**src/design/cssi_pkg.sv**
```systemverilog
// cssi_pkg: constants and types of the core status, stack and interrupt block
// assumes a single core clock and register access over APB
package cssi_pkg;
	localparam int              NSRC          = 4;
	localparam int              SRC_W         = 2;
	localparam logic [NSRC-1:0] SRC_IS_LEVEL  = 4'h8;
	localparam int              NREGS         = 32;
	localparam int              SRAM_WORDS    = 128;
	localparam logic [7:0]      ADDR_STATUS   = 8'h00;
	localparam logic [7:0]      ADDR_SPL      = 8'h04;
	localparam logic [7:0]      ADDR_SPH      = 8'h08;
	localparam logic [7:0]      ADDR_IEN      = 8'h0C;
	localparam logic [7:0]      ADDR_IFLG     = 8'h10;
	localparam logic [7:0]      ADDR_PC       = 8'h14;
	localparam int              BIT_I         = 7;
	localparam int              BIT_T         = 6;
	localparam int              BIT_H         = 5;
	localparam int              BIT_S         = 4;
	localparam int              BIT_V         = 3;
	localparam int              BIT_N         = 2;
	localparam int              BIT_Z         = 1;
	localparam int              BIT_C         = 0;
	localparam logic [7:0]      STATUS_RST    = 8'h00;
	localparam logic [7:0]      SP_RST        = 8'h00;
	localparam logic [9:0]      PC_RST        = 10'h000;
	localparam logic [15:0]     REG_SPACE_END = 16'h0020;
	localparam logic [15:0]     SRAM_BASE     = 16'h0060;
	localparam logic [15:0]     SRAM_END      = 16'h00E0;
	localparam logic [3:0]      PAIR_W        = 4'hC;
	localparam logic [3:0]      PAIR_X        = 4'hD;
	localparam logic [1:0]      STK_LAST      = 2'h1;
	localparam logic [1:0]      RET_LAST      = 2'h2;
	localparam logic [1:0]      ENTRY_LAST    = 2'h3;

	typedef enum logic [4:0] {
		OP_NOP, OP_ADD, OP_ADC, OP_SUB, OP_AND, OP_EOR, OP_MOV, OP_LDI, OP_ADIW,
		OP_BST, OP_BLD, OP_SEI, OP_CLI, OP_PUSH, OP_POP, OP_CALL, OP_RET, OP_INTERRUPT_EXIT_INSTR,
		OP_LD, OP_ST
	} cssi_op_t;

	typedef enum logic [1:0] {PM_PLAIN, PM_POSTINC, PM_PREDEC, PM_DISP} cssi_pmode_t;

	typedef enum logic [1:0] {ST_IDLE, ST_CALL, ST_INT, ST_RET} cssi_state_t;
endpackage

```
**src/design/cssi_regfile.sv**
```systemverilog
// cssi_regfile: 32 working registers with 8-bit and 16-bit pair ports
// assumes the core never writes the same register through both ports at once
`timescale 1ns/1ns
module cssi_regfile
	import cssi_pkg::*;
(
	input  wire logic        pclk,
	input  wire logic        presetn,
	input  wire logic        ce,
	input  wire logic [4:0]  ra_addr,
	output wire logic [7:0]  ra_data,
	input  wire logic [4:0]  rb_addr,
	output wire logic [7:0]  rb_data,
	input  wire logic [3:0]  pr_sel,
	output wire logic [15:0] pr_data,
	input  wire logic        we8,
	input  wire logic [4:0]  wa,
	input  wire logic [7:0]  wd,
	input  wire logic        we16,
	input  wire logic [3:0]  wpair,
	input  wire logic [15:0] wd16
);
	logic [7:0] rf [NREGS];

	assign ra_data = rf[ra_addr];
	assign rb_data = rf[rb_addr];
	assign pr_data = {rf[{pr_sel, 1'b1}], rf[{pr_sel, 1'b0}]};

	// byte write wins over the pair write on overlap
	for (genvar i = 0; i < NREGS; i++) begin : g_reg
		always_ff @(posedge pclk or negedge presetn) begin
			if (!presetn) begin
				rf[i] <= 8'h00;
			end else if (ce) begin
				if (we8 && wa == 5'(i)) begin
					rf[i] <= wd;
				end else if (we16 && wpair == 4'(i / 2)) begin
					rf[i] <= (i % 2 == 1) ? wd16[15:8] : wd16[7:0];
				end
			end
		end
	end
endmodule

```
**src/design/cssi_irq_arb.sv**
```systemverilog
// cssi_irq_arb: pending flags of the interrupt sources and the priority pick
// assumes src_in is synchronous; flag sources see a one-cycle event pulse
`timescale 1ns/1ns
module cssi_irq_arb
	import cssi_pkg::*;
(
	input  wire logic             pclk,
	input  wire logic             presetn,
	input  wire logic             ce,
	input  wire logic [NSRC-1:0]  src_in,
	input  wire logic [NSRC-1:0]  src_en,
	input  wire logic [NSRC-1:0]  w1c,
	input  wire logic             ack,
	input  wire logic [SRC_W-1:0] ack_idx,
	output logic      [NSRC-1:0]  pend,
	output logic                  req,
	output logic      [SRC_W-1:0] win_idx
);
	logic [NSRC-1:0] act;

	for (genvar i = 0; i < NSRC; i++) begin : g_src
		if (SRC_IS_LEVEL[i]) begin : g_lvl
			assign pend[i] = src_in[i];
		end else begin : g_flg
			logic flag;
			// a new event beats a clear in the same cycle
			always_ff @(posedge pclk or negedge presetn) begin
				if (!presetn) begin
					flag <= 1'b0;
				end else if (ce) begin
					flag <= src_in[i] | (flag & ~w1c[i] & ~(ack && ack_idx == SRC_W'(i)));
				end
			end
			assign pend[i] = flag;
		end
	end

	assign act = pend & src_en;
	assign req = |act;

	always_comb begin
		win_idx = '0;
		for (int j = NSRC - 1; j >= 0; j--) begin
			if (act[j]) begin
				win_idx = SRC_W'(j);
			end
		end
	end
endmodule

```
**src/design/cssi_core.sv**
```systemverilog
// cssi_core: status flags, stack pointer, pointer addressing and interrupt entry/exit
// assumes an outside sequencer presenting decoded ops on op_valid/op_ready, APB master
//
// The implementer's own choices: the APB register port and the placing of the registers.
`timescale 1ns/1ns
module cssi_core
	import cssi_pkg::*;
(
	input  wire logic        pclk,
	input  wire logic        presetn,
	input  wire logic        ce,
	input  wire logic        psel,
	input  wire logic        penable,
	input  wire logic        pwrite,
	input  wire logic [7:0]  paddr,
	input  wire logic [31:0] pwdata,
	output logic      [31:0] prdata,
	output logic             pready,
	output logic             pslverr,
	input  wire logic        op_valid,
	output logic             op_ready,
	input  cssi_op_t         op_code,
	input  wire logic [4:0]  op_rd,
	input  wire logic [4:0]  op_rr,
	input  wire logic [2:0]  op_bit,
	input  wire logic [9:0]  op_imm,
	input  wire logic [1:0]  op_ptr,
	input  cssi_pmode_t      op_pmode,
	input  wire logic [NSRC-1:0] irq_src,
	output logic      [9:0]  pc,
	output logic      [7:0]  status,
	output logic             int_taken
);
	cssi_state_t      state_reg;
	logic [1:0]       step_reg;
	logic [7:0]       status_flags_reg;
	logic [7:0]       sp_reg;
	logic [9:0]       pc_reg;
	logic [9:0]       ret_reg;
	logic [9:0]       vec_reg;
	logic             interrupt_exit_instr_reg;
	logic             blk_reg;
	logic             taken_reg;
	logic [31:0]      prdata_reg;
	logic [NSRC-1:0]  ien_reg;
	logic [7:0]       sram [SRAM_WORDS];

	logic [7:0]       ra_data;
	logic [7:0]       rb_data;
	logic [4:0]       rb_addr;
	logic [3:0]       pr_sel;
	logic [15:0]      pr_data;
	logic             we8;
	logic [4:0]       wa;
	logic [7:0]       wd;
	logic             we16;
	logic [15:0]      wd16;
	logic [NSRC-1:0]  pend;
	logic             arb_req;
	logic [SRC_W-1:0] win_idx;
	logic [NSRC-1:0]  w1c;

	logic             idle;
	logic             take_int;
	logic             accept;
	logic             apb_wr;
	logic             hit;
	logic [31:0]      rd_mux;
	logic [15:0]      daddr;
	logic [15:0]      ptr_upd;
	logic             in_reg;
	logic             in_sram;
	logic [6:0]       didx;
	logic [6:0]       pidx;
	logic [6:0]       qidx;
	logic             sp_ok;
	logic             pop_ok;
	logic [7:0]       pop_byte;
	logic [7:0]       dread;
	logic             push_step;
	logic             pop_step;
	logic             step_done;
	logic             mem_we;
	logic [6:0]       mem_idx;
	logic [7:0]       mem_wd;
	logic [7:0]       a;
	logic [7:0]       b;
	logic [8:0]       sum9;
	logic [7:0]       res;
	logic [15:0]      res16;
	logic [7:0]       flags;
	logic             flag_upd;

	////////////////////////////////////////////////////////////////////////////////
	// sequencing and interrupt acceptance

	assign idle = (state_reg == ST_IDLE);
	// a mask op on the port blocks acceptance in its own cycle
	assign take_int = idle && ce && arb_req && status_flags_reg[BIT_I] && !blk_reg
		&& !(op_valid && op_code == OP_CLI);
	assign op_ready = idle && ce && !take_int;
	assign accept = op_valid && op_ready;
	assign push_step = (state_reg == ST_CALL || state_reg == ST_INT) && step_reg <= STK_LAST;
	assign pop_step = (state_reg == ST_RET) && step_reg <= STK_LAST;

	always_comb begin
		unique case (state_reg)
			ST_CALL: step_done = (step_reg == STK_LAST);
			ST_INT:  step_done = (step_reg == ENTRY_LAST);
			ST_RET:  step_done = (step_reg == RET_LAST);
			ST_IDLE: step_done = 1'b0;
		endcase
	end

	// single undivided core clock drives every state element
	always_ff @(posedge pclk or negedge presetn) begin
		if (!presetn) begin
			state_reg <= ST_IDLE;
			step_reg <= 2'h0;
		end else if (ce) begin
			if (take_int) begin
				state_reg <= ST_INT;
			end else if (accept && op_code == OP_CALL) begin
				state_reg <= ST_CALL;
			end else if (accept && (op_code == OP_RET || op_code == OP_INTERRUPT_EXIT_INSTR)) begin
				state_reg <= ST_RET;
			end else if (step_done) begin
				state_reg <= ST_IDLE;
				step_reg <= 2'h0;
			end else if (!idle) begin
				step_reg <= step_reg + 2'h1;
			end
		end
	end

	always_ff @(posedge pclk or negedge presetn) begin
		if (!presetn) begin
			pc_reg <= PC_RST;
			ret_reg <= PC_RST;
			vec_reg <= PC_RST;
			interrupt_exit_instr_reg <= 1'b0;
		end else if (ce) begin
			if (take_int) begin
				ret_reg <= pc_reg;
				vec_reg <= 10'(win_idx) + 10'h001;
			end else if (accept) begin
				if (op_code == OP_CALL) begin
					ret_reg <= pc_reg + 10'h001;
					pc_reg <= op_imm;
				end else begin
					pc_reg <= pc_reg + 10'h001;
				end
				interrupt_exit_instr_reg <= (op_code == OP_INTERRUPT_EXIT_INSTR);
			end
			if (pop_step && step_reg == 2'h0) begin
				ret_reg[9:8] <= pop_byte[1:0];
			end
			if (pop_step && step_reg == STK_LAST) begin
				ret_reg[7:0] <= pop_byte;
			end
			if (state_reg == ST_RET && step_done) begin
				pc_reg <= ret_reg;
			end
			if (state_reg == ST_INT && step_done) begin
				pc_reg <= vec_reg;
			end
		end
	end

	// after an exit or an unmask, one op must pass before the next entry
	always_ff @(posedge pclk or negedge presetn) begin
		if (!presetn) begin
			blk_reg <= 1'b0;
			taken_reg <= 1'b0;
		end else if (ce) begin
			taken_reg <= take_int;
			if (accept) begin
				blk_reg <= (op_code == OP_SEI);
			end else if (state_reg == ST_RET && step_done && interrupt_exit_instr_reg) begin
				blk_reg <= 1'b1;
			end
		end
	end

	////////////////////////////////////////////////////////////////////////////////
	// alu and flags

	always_comb begin
		a = ra_data;
		b = (op_code == OP_LDI) ? op_imm[7:0] : rb_data;
		sum9 = 9'h000;
		res = 8'h00;
		res16 = 16'h0000;
		flags = status_flags_reg;
		flag_upd = 1'b0;
		unique case (op_code)
			OP_ADD, OP_ADC: begin
				sum9 = {1'b0, a} + {1'b0, b}
					+ {8'h00, (op_code == OP_ADC) & status_flags_reg[BIT_C]};
				res = sum9[7:0];
				flags[BIT_H] = (a[3] & b[3]) | (b[3] & ~res[3]) | (~res[3] & a[3]);
				flags[BIT_V] = (a[7] & b[7] & ~res[7]) | (~a[7] & ~b[7] & res[7]);
				flags[BIT_C] = sum9[8];
				flag_upd = 1'b1;
			end
			OP_SUB: begin
				sum9 = {1'b0, a} - {1'b0, b};
				res = sum9[7:0];
				flags[BIT_H] = (~a[3] & b[3]) | (b[3] & res[3]) | (res[3] & ~a[3]);
				flags[BIT_V] = (a[7] & ~b[7] & ~res[7]) | (~a[7] & b[7] & res[7]);
				flags[BIT_C] = sum9[8];
				flag_upd = 1'b1;
			end
			OP_AND, OP_EOR: begin
				res = (op_code == OP_AND) ? (a & b) : (a ^ b);
				flags[BIT_V] = 1'b0;
				flag_upd = 1'b1;
			end
			OP_MOV, OP_LDI: res = b;
			OP_BLD: begin
				res = a;
				res[op_bit] = status_flags_reg[BIT_T];
			end
			OP_ADIW: begin
				res16 = pr_data + {10'h000, op_imm[5:0]};
				flags[BIT_V] = ~pr_data[15] & res16[15];
				flags[BIT_C] = pr_data[15] & ~res16[15];
				flag_upd = 1'b1;
			end
			default: begin
			end
		endcase
		if (flag_upd) begin
			flags[BIT_N] = (op_code == OP_ADIW) ? res16[15] : res[7];
			flags[BIT_Z] = (op_code == OP_ADIW) ? (res16 == 16'h0000) : (res == 8'h00);
			flags[BIT_S] = flags[BIT_N] ^ flags[BIT_V];
		end
	end

	// no push of the flags on entry and no restore on exit
	always_ff @(posedge pclk or negedge presetn) begin
		if (!presetn) begin
			status_flags_reg <= STATUS_RST;
		end else if (ce) begin
			if (apb_wr && paddr == ADDR_STATUS) begin
				status_flags_reg <= pwdata[7:0];
				status_flags_reg[BIT_S] <= pwdata[BIT_N] ^ pwdata[BIT_V];
			end
			if (accept) begin
				if (flag_upd) begin
					status_flags_reg[5:0] <= flags[5:0];
				end
				if (op_code == OP_BST) begin
					status_flags_reg[BIT_T] <= ra_data[op_bit];
				end
				if (op_code == OP_SEI || op_code == OP_CLI) begin
					status_flags_reg[BIT_I] <= (op_code == OP_SEI);
				end
			end
			if (take_int) begin
				status_flags_reg[BIT_I] <= 1'b0;
			end
			if (state_reg == ST_RET && step_done && interrupt_exit_instr_reg) begin
				status_flags_reg[BIT_I] <= 1'b1;
			end
		end
	end

	////////////////////////////////////////////////////////////////////////////////
	// pointer addressing, data space and register file

	always_comb begin
		daddr = pr_data;
		ptr_upd = pr_data;
		unique case (op_pmode)
			PM_PLAIN: begin
			end
			PM_POSTINC: ptr_upd = pr_data + 16'h0001;
			PM_PREDEC: begin
				ptr_upd = pr_data - 16'h0001;
				daddr = ptr_upd;
			end
			PM_DISP: daddr = pr_data + {10'h000, op_imm[5:0]};
		endcase
	end

	assign pr_sel = (op_code == OP_ADIW) ? PAIR_W + {2'b00, op_rd[1:0]} : PAIR_X + {2'b00, op_ptr};
	assign in_reg = (daddr < REG_SPACE_END);
	assign in_sram = (daddr >= SRAM_BASE) && (daddr < SRAM_END);
	assign didx = 7'(daddr - SRAM_BASE);
	assign rb_addr = (op_code == OP_LD) ? daddr[4:0] : op_rr;
	assign dread = in_reg ? rb_data : (in_sram ? sram[didx] : 8'h00);

	// stack outside the memory window is dropped: software keeps it above 0x60
	assign sp_ok = ({8'h00, sp_reg} >= SRAM_BASE) && ({8'h00, sp_reg} < SRAM_END);
	assign pop_ok = ({8'h00, sp_reg} + 16'h0001 >= SRAM_BASE)
		&& ({8'h00, sp_reg} + 16'h0001 < SRAM_END);
	assign pidx = 7'(sp_reg - SRAM_BASE[7:0]);
	assign qidx = 7'(sp_reg + 8'h01 - SRAM_BASE[7:0]);
	assign pop_byte = pop_ok ? sram[qidx] : 8'h00;

	always_comb begin
		we8 = accept && (op_code inside {OP_ADD, OP_ADC, OP_SUB, OP_AND, OP_EOR, OP_MOV,
			OP_LDI, OP_BLD, OP_POP, OP_LD} || (op_code == OP_ST && in_reg));
		wa = (op_code == OP_ST) ? daddr[4:0] : op_rd;
		unique case (op_code)
			OP_ST:   wd = ra_data;
			OP_POP:  wd = pop_byte;
			OP_LD:   wd = dread;
			default: wd = res;
		endcase
		we16 = accept && (op_code == OP_ADIW || ((op_code == OP_LD || op_code == OP_ST)
			&& (op_pmode == PM_POSTINC || op_pmode == PM_PREDEC)));
		wd16 = (op_code == OP_ADIW) ? res16 : ptr_upd;
	end

	cssi_regfile u_regfile (
		.pclk    (pclk),
		.presetn (presetn),
		.ce      (ce),
		.ra_addr (op_rd),
		.ra_data (ra_data),
		.rb_addr (rb_addr),
		.rb_data (rb_data),
		.pr_sel  (pr_sel),
		.pr_data (pr_data),
		.we8     (we8),
		.wa      (wa),
		.wd      (wd),
		.we16    (we16),
		.wpair   (pr_sel),
		.wd16    (wd16)
	);

	////////////////////////////////////////////////////////////////////////////////
	// stack and data memory

	always_comb begin
		mem_we = 1'b0;
		mem_idx = pidx;
		mem_wd = ra_data;
		if (accept && op_code == OP_PUSH) begin
			mem_we = sp_ok;
		end else if (accept && op_code == OP_ST) begin
			mem_we = in_sram;
			mem_idx = didx;
		end else if (push_step) begin
			mem_we = sp_ok;
			mem_wd = (step_reg == 2'h0) ? ret_reg[7:0] : {6'h00, ret_reg[9:8]};
		end
	end

	always_ff @(posedge pclk) begin
		if (ce && mem_we) begin
			sram[mem_idx] <= mem_wd;
		end
	end

	always_ff @(posedge pclk or negedge presetn) begin
		if (!presetn) begin
			sp_reg <= SP_RST;
		end else if (ce) begin
			if (apb_wr && paddr == ADDR_SPL) begin
				sp_reg <= pwdata[7:0];
			end
			if (accept && op_code == OP_PUSH) begin
				sp_reg <= sp_reg - 8'h01;
			end
			if (accept && op_code == OP_POP) begin
				sp_reg <= sp_reg + 8'h01;
			end
			if (push_step) begin
				sp_reg <= sp_reg - 8'h01;
			end
			if (pop_step) begin
				sp_reg <= sp_reg + 8'h01;
			end
		end
	end

	////////////////////////////////////////////////////////////////////////////////
	// interrupt sources

	assign w1c = (apb_wr && paddr == ADDR_IFLG) ? pwdata[NSRC-1:0] : '0;

	cssi_irq_arb u_arb (
		.pclk    (pclk),
		.presetn (presetn),
		.ce      (ce),
		.src_in  (irq_src),
		.src_en  (ien_reg),
		.w1c     (w1c),
		.ack     (take_int),
		.ack_idx (win_idx),
		.pend    (pend),
		.req     (arb_req),
		.win_idx (win_idx)
	);

	////////////////////////////////////////////////////////////////////////////////
	// apb slave: zero wait, read data captured in the setup cycle

	assign apb_wr = psel && penable && pwrite && ce;
	assign pready = ce;
	assign pslverr = psel && penable && !hit;

	always_comb begin
		hit = 1'b1;
		rd_mux = 32'h0000_0000;
		unique case (paddr)
			ADDR_STATUS: rd_mux[7:0] = status_flags_reg;
			ADDR_SPL:    rd_mux[7:0] = sp_reg;
			ADDR_SPH:    rd_mux = 32'h0000_0000;
			ADDR_IEN:    rd_mux[NSRC-1:0] = ien_reg;
			ADDR_IFLG:   rd_mux[NSRC-1:0] = pend;
			ADDR_PC:     rd_mux[9:0] = pc_reg;
			default:     hit = 1'b0;
		endcase
	end

	always_ff @(posedge pclk or negedge presetn) begin
		if (!presetn) begin
			prdata_reg <= 32'h0000_0000;
			ien_reg <= '0;
		end else if (ce) begin
			if (psel && !penable) begin
				prdata_reg <= rd_mux;
			end
			if (apb_wr && paddr == ADDR_IEN) begin
				ien_reg <= pwdata[NSRC-1:0];
			end
		end
	end

	assign prdata = prdata_reg;
	assign pc = pc_reg;
	assign status = status_flags_reg;
	assign int_taken = taken_reg;
endmodule

```
**config.mk**
```make
export PLATFORM = sky130hd
export DESIGN_NAME = cssi_core
export DESIGN_NICKNAME = d
export VERILOG_FILES = /design/src/design/cssi_pkg.sv /design/src/design/cssi_regfile.sv /design/src/design/cssi_irq_arb.sv /design/src/design/cssi_core.sv
export SDC_FILE = /design/constraint.sdc
export NUM_CORES = 2
export LEC_CHECK = 0
export BUFFER_PORTS_ARGS = -buffer_cell sky130_fd_sc_hd__buf_2
export CAP_MARGIN = 20
export CORE_ASPECT_RATIO = 1.5
export CORE_MARGIN = 4
export CORE_UTILIZATION = 36
export DETAILED_ROUTE_END_ITERATION = 7
export HOLD_SLACK_MARGIN = 0.08
export SYNTH_ARGS = -nofsm -noshare
export SYNTH_HDL_FRONTEND = slang
export SYNTH_SLANG_ARGS = --single-unit
```
**constraint.sdc**
```tcl
create_clock -name pclk -period 8.55 [get_ports pclk]
set_input_delay 1.71 -clock pclk [delete_from_list [all_inputs] [get_ports pclk]]
set_output_delay 1.71 -clock pclk [all_outputs]
set_load 0.01 [all_outputs]
```
==> key figures <==
STA
  • Pins over their slew limit: 0
  • Minimum clock period: 8.40 ns
  • Setup_tns: 0 ns
  • Fin crit share: 98.2%
  • Worst-Margin Slew: 1.17 ns
  • Fmax achieved: 119 MHz
  • Setup Viol. Count Final: 0
  • Max Clock Skew: 0.0448 ns
  • Rel. slew slack: between 20% and 30%
  • Hold Fails Final Rpt: 0

Drt
  • Iter 0 DRT Violations: 6590
  • First-pass iteration count of the detailed router: 8
  • Routed wire per std cell: between 30 and 40 µm
  • Vias: about 60000
  • Vias per std cell: 6.22
  • DRC viols: 0
  • Routed WL: 316 mm
  • Final ANT Viol Nets: 0

CTS
  • Root Driver: clkbuf_16
  • Hold buffer count at CTS: 0
  • Deepest clock path buffer count: 3
  • CTS tree: built
  • Clk sinks: around 1300
  • Clk pin slew, worst setup/hold paths: 0.06 ns
  • Clock Latency Late Sink: 0.85 ns
  • CTS buffer count: around 140
  • H-tree depth: 4

Synthesis
  • Synth warnings: 0
  • Mapped Cells: 6150
  • Top cells by area, synth: edfxtp_1, mux4_2, mux2i_1
  • Post-synth EDFFs: 1024
  • Most frequent cell after synthesis: edfxtp_1
  • Synthesized flop and latch total: 1343
  • Register area share after synthesis: 50.0%
  • Top FF cell, synth: edfxtp_1
  • Synth unique cells: 114
  • Post-synth top area share: 39.7%
  • Cell taking the most area after synthesis: edfxtp_1
  • Mean Syn Cell Area: 12.6 µm²
  • Post-synth top cells: edfxtp_1, mux2i_1, nand2_1
  • Async set-or-reset flop fraction in the synthesized netlist: between 20% and 30%
  • Mapped Area: 0.0774 mm²

Worst hold path
  • WHS Path Cells: 2
  • Hold Path Sink: prdata[7]$_DFFE_PN0P_
  • Worst hold path class: flop to flop
  • Worst hold start: prdata[7]$_DFFE_PN0P_

Worst setup path
  • Startpoint class of the critical path: input port
  • R2r endpoint: u_regfile.rf[19]$_DFFE_PN0P_
  • Crit path capture type: flop
  • Worst EP arrival: 9.06 ns
  • Largest stage delay, worst path: 0.55 ns
  • WS Path Type: input port to flop
  • WP data required: between 9 and 10 ns
  • R2R Setup Slk: 0.72 ns
  • Cell mode on critical path: buf_4
  • Reg2reg start: u_regfile.rf[56]$_DFFE_PN0P_
  • Worst-path maximum fanout: 9
  • R2R depth: 32
  • Worst path slowest cell: or4bb_1

Power and ir drop
  • PwrDens: 300 mW/mm²
  • Pwr Total: between 20000 and 30000 µW
  • Total leakage power: around 0.035 µW
  • Peak supply drop: 391 µV

Floorplanning
  • CORE AREA: 0.214 mm²
  • Starting Density: 36.2%
  • Top-level I/O count: around 140
  • Die footprint: 0.223 mm²
  • Rows: about 210
  • Die height: 576 µm
  • Chip Width: 387 µm

Placement
  • PortBufs: 90
  • Gpl congestion: 1.05
  • Hpwl dp: 225 mm

Finish
  • Area growth from synthesis to layout: 17.2%
  • Net count, final: ~7000
  • Biggest regs: sram x1024, u_regfile.rf x256
  • Largest register FFs: approximately 1000
  • Largest reg by FF count: sram
  • Layout cells sized above 1: 25.7%
  • Fill count: 19800

Global route
  • Met1 usage: 29.8%
  • GR Util met3: 5.28%
  • Total grt overflow: 0
  • Initial antenna violation count: 19
  • Largest net degree at the start of global routing: 129
  • Gr usage total: 27.5%
  • First-pass GRT wire length: 442 mm
  • Via count of the first global-routing pass: about 60000
  • Top Usage Layer GRT: met2
  • Met2 Use GR: 45.7%

Outcome
  • Status: finished clean

Job
  • MaxCap Viol Count: 0
report_power, final:
group	switching (µW)	internal, µW
registers	336	8600
clock network	2810	3490
logic	7660	4330
total	10800	16400
per-layer routing:
metal,wire length [µm],share of wire (%),vias to the layer above
met1,106000,34,30300
met5,27,0.0085,-
met4,35800,11,4
met3,24000,7.6,1111
met2,150000,48,3257
li1,-,-,25000
logic make-up after synthesis:
family | Yosys count | synth area share (%)
XOR/XNOR | 47 | 0.532
buffers and inverters | 614 | 3.90
AND/OR/NAND/NOR | 1497 | 8.97
AO/OA/AOI/OAI | 1230 | 11.0
flip-flops | 1343 | 50.0
multiplexers | 1360 | 24.5
other | 1 | 0.00484
adder cells (fa/ha/maj) | 58 | 0.995
worst max-delay path by stage:
stage	start	endpoint	slack, ns	depth (start not counted)
4_1_cts	op_ptr[0]	u_regfile.rf[77]$_DFFE_PN0P_	0.01	37
2_1_floorplan	op_code[0]	u_regfile.rf[163]$_DFFE_PN0P_	0.0008	36
5_1_grt	op_ptr[0]	u_regfile.rf[175]$_DFFE_PN0P_	-0.02	36
6_report	op_code[2]	u_regfile.rf[175]$_DFFE_PN0P_	0.15	38
3_3_place_gp	op_ptr[0]	status[1]$_DFFE_PN0P_	-1.33	36
3_5_place_dp	op_ptr[0]	u_regfile.rf[53]$_DFFE_PN0P_	-1.32	36
per-stage QoR:
step           cell area, µm²  instances  hold slack (ns)  utilization [%]  setup WS, ns
3_3_place_gp            85700       9344            0.462             40.0         -1.33
5_1_grt                 90700       9610            0.508             42.4       -0.0196
3_5_place_dp            85700       9346            0.466             40.1         -1.32
4_1_cts                 90400       9599            0.488             42.3        0.0113
6_report                90800       9616            0.489             42.4         0.153
2_1_floorplan           77600       6171            0.440                -      0.000775
layout make-up:
| type | count | area, µm² | area share [%] |
|---|---|---|---|
| Antenna cell | 8 | 20.0 | 0.0221 |
| Clock buffer | 172 | 3720 | 4.10 |
| Clock inverter | 79 | 941 | 1.04 |
| Inverter | 95 | 357 | 0.393 |
| Multi-Input combinational cell | 4214 | 36300 | 39.9 |
| Sequential cell | 1343 | 38700 | 42.7 |
| Tap cell | 2835 | 3550 | 3.91 |
| Timing Repair Buffer | 870 | 7180 | 7.91 |
worst max-delay path: cells and delay by family:
family	cells	cell delay, ns
multiplexers	1	0.34
AO/OA/AOI/OAI	16	3.20
adder cells (fa/ha/maj)	2	0.60
AND/OR/NAND/NOR	6	1.16
XOR/XNOR	2	0.26
buffers and inverters	11	1.77
what timing repair did:
item,4_1_cts,5_1_grt
endpoints found under the setup margin,163,163
resized for setup,8,36
gates cloned,1,2
setup buffers,1,7
pin swaps,0,12
cell usage in the layout (no fill, tap or decap), types with 46 or more instances in the layout:
| cell | count |
|---|---|
| edfxtp_1 | 1024 |
| mux2i_1 | 846 |
| buf_4 | 714 |
| nand2_1 | 563 |
| mux4_2 | 421 |
| nor2_1 | 379 |
| dfrtp_1 | 318 |
| a211oi_1 | 242 |
| a21oi_1 | 224 |
| o21ai_0 | 202 |
| clkbuf_16 | 145 |
| nor2b_1 | 131 |
| mux2_2 | 89 |
| buf_2 | 87 |
| nand3_1 | 86 |
| inv_1 | 86 |
| nor3_1 | 77 |
| buf_12 | 63 |
| ha_1 | 50 |
| a311oi_1 | 47 |
| nor4_1 | 47 |
| a31oi_1 | 46 |
Note: power is estimated with default switching activity, not from simulation.
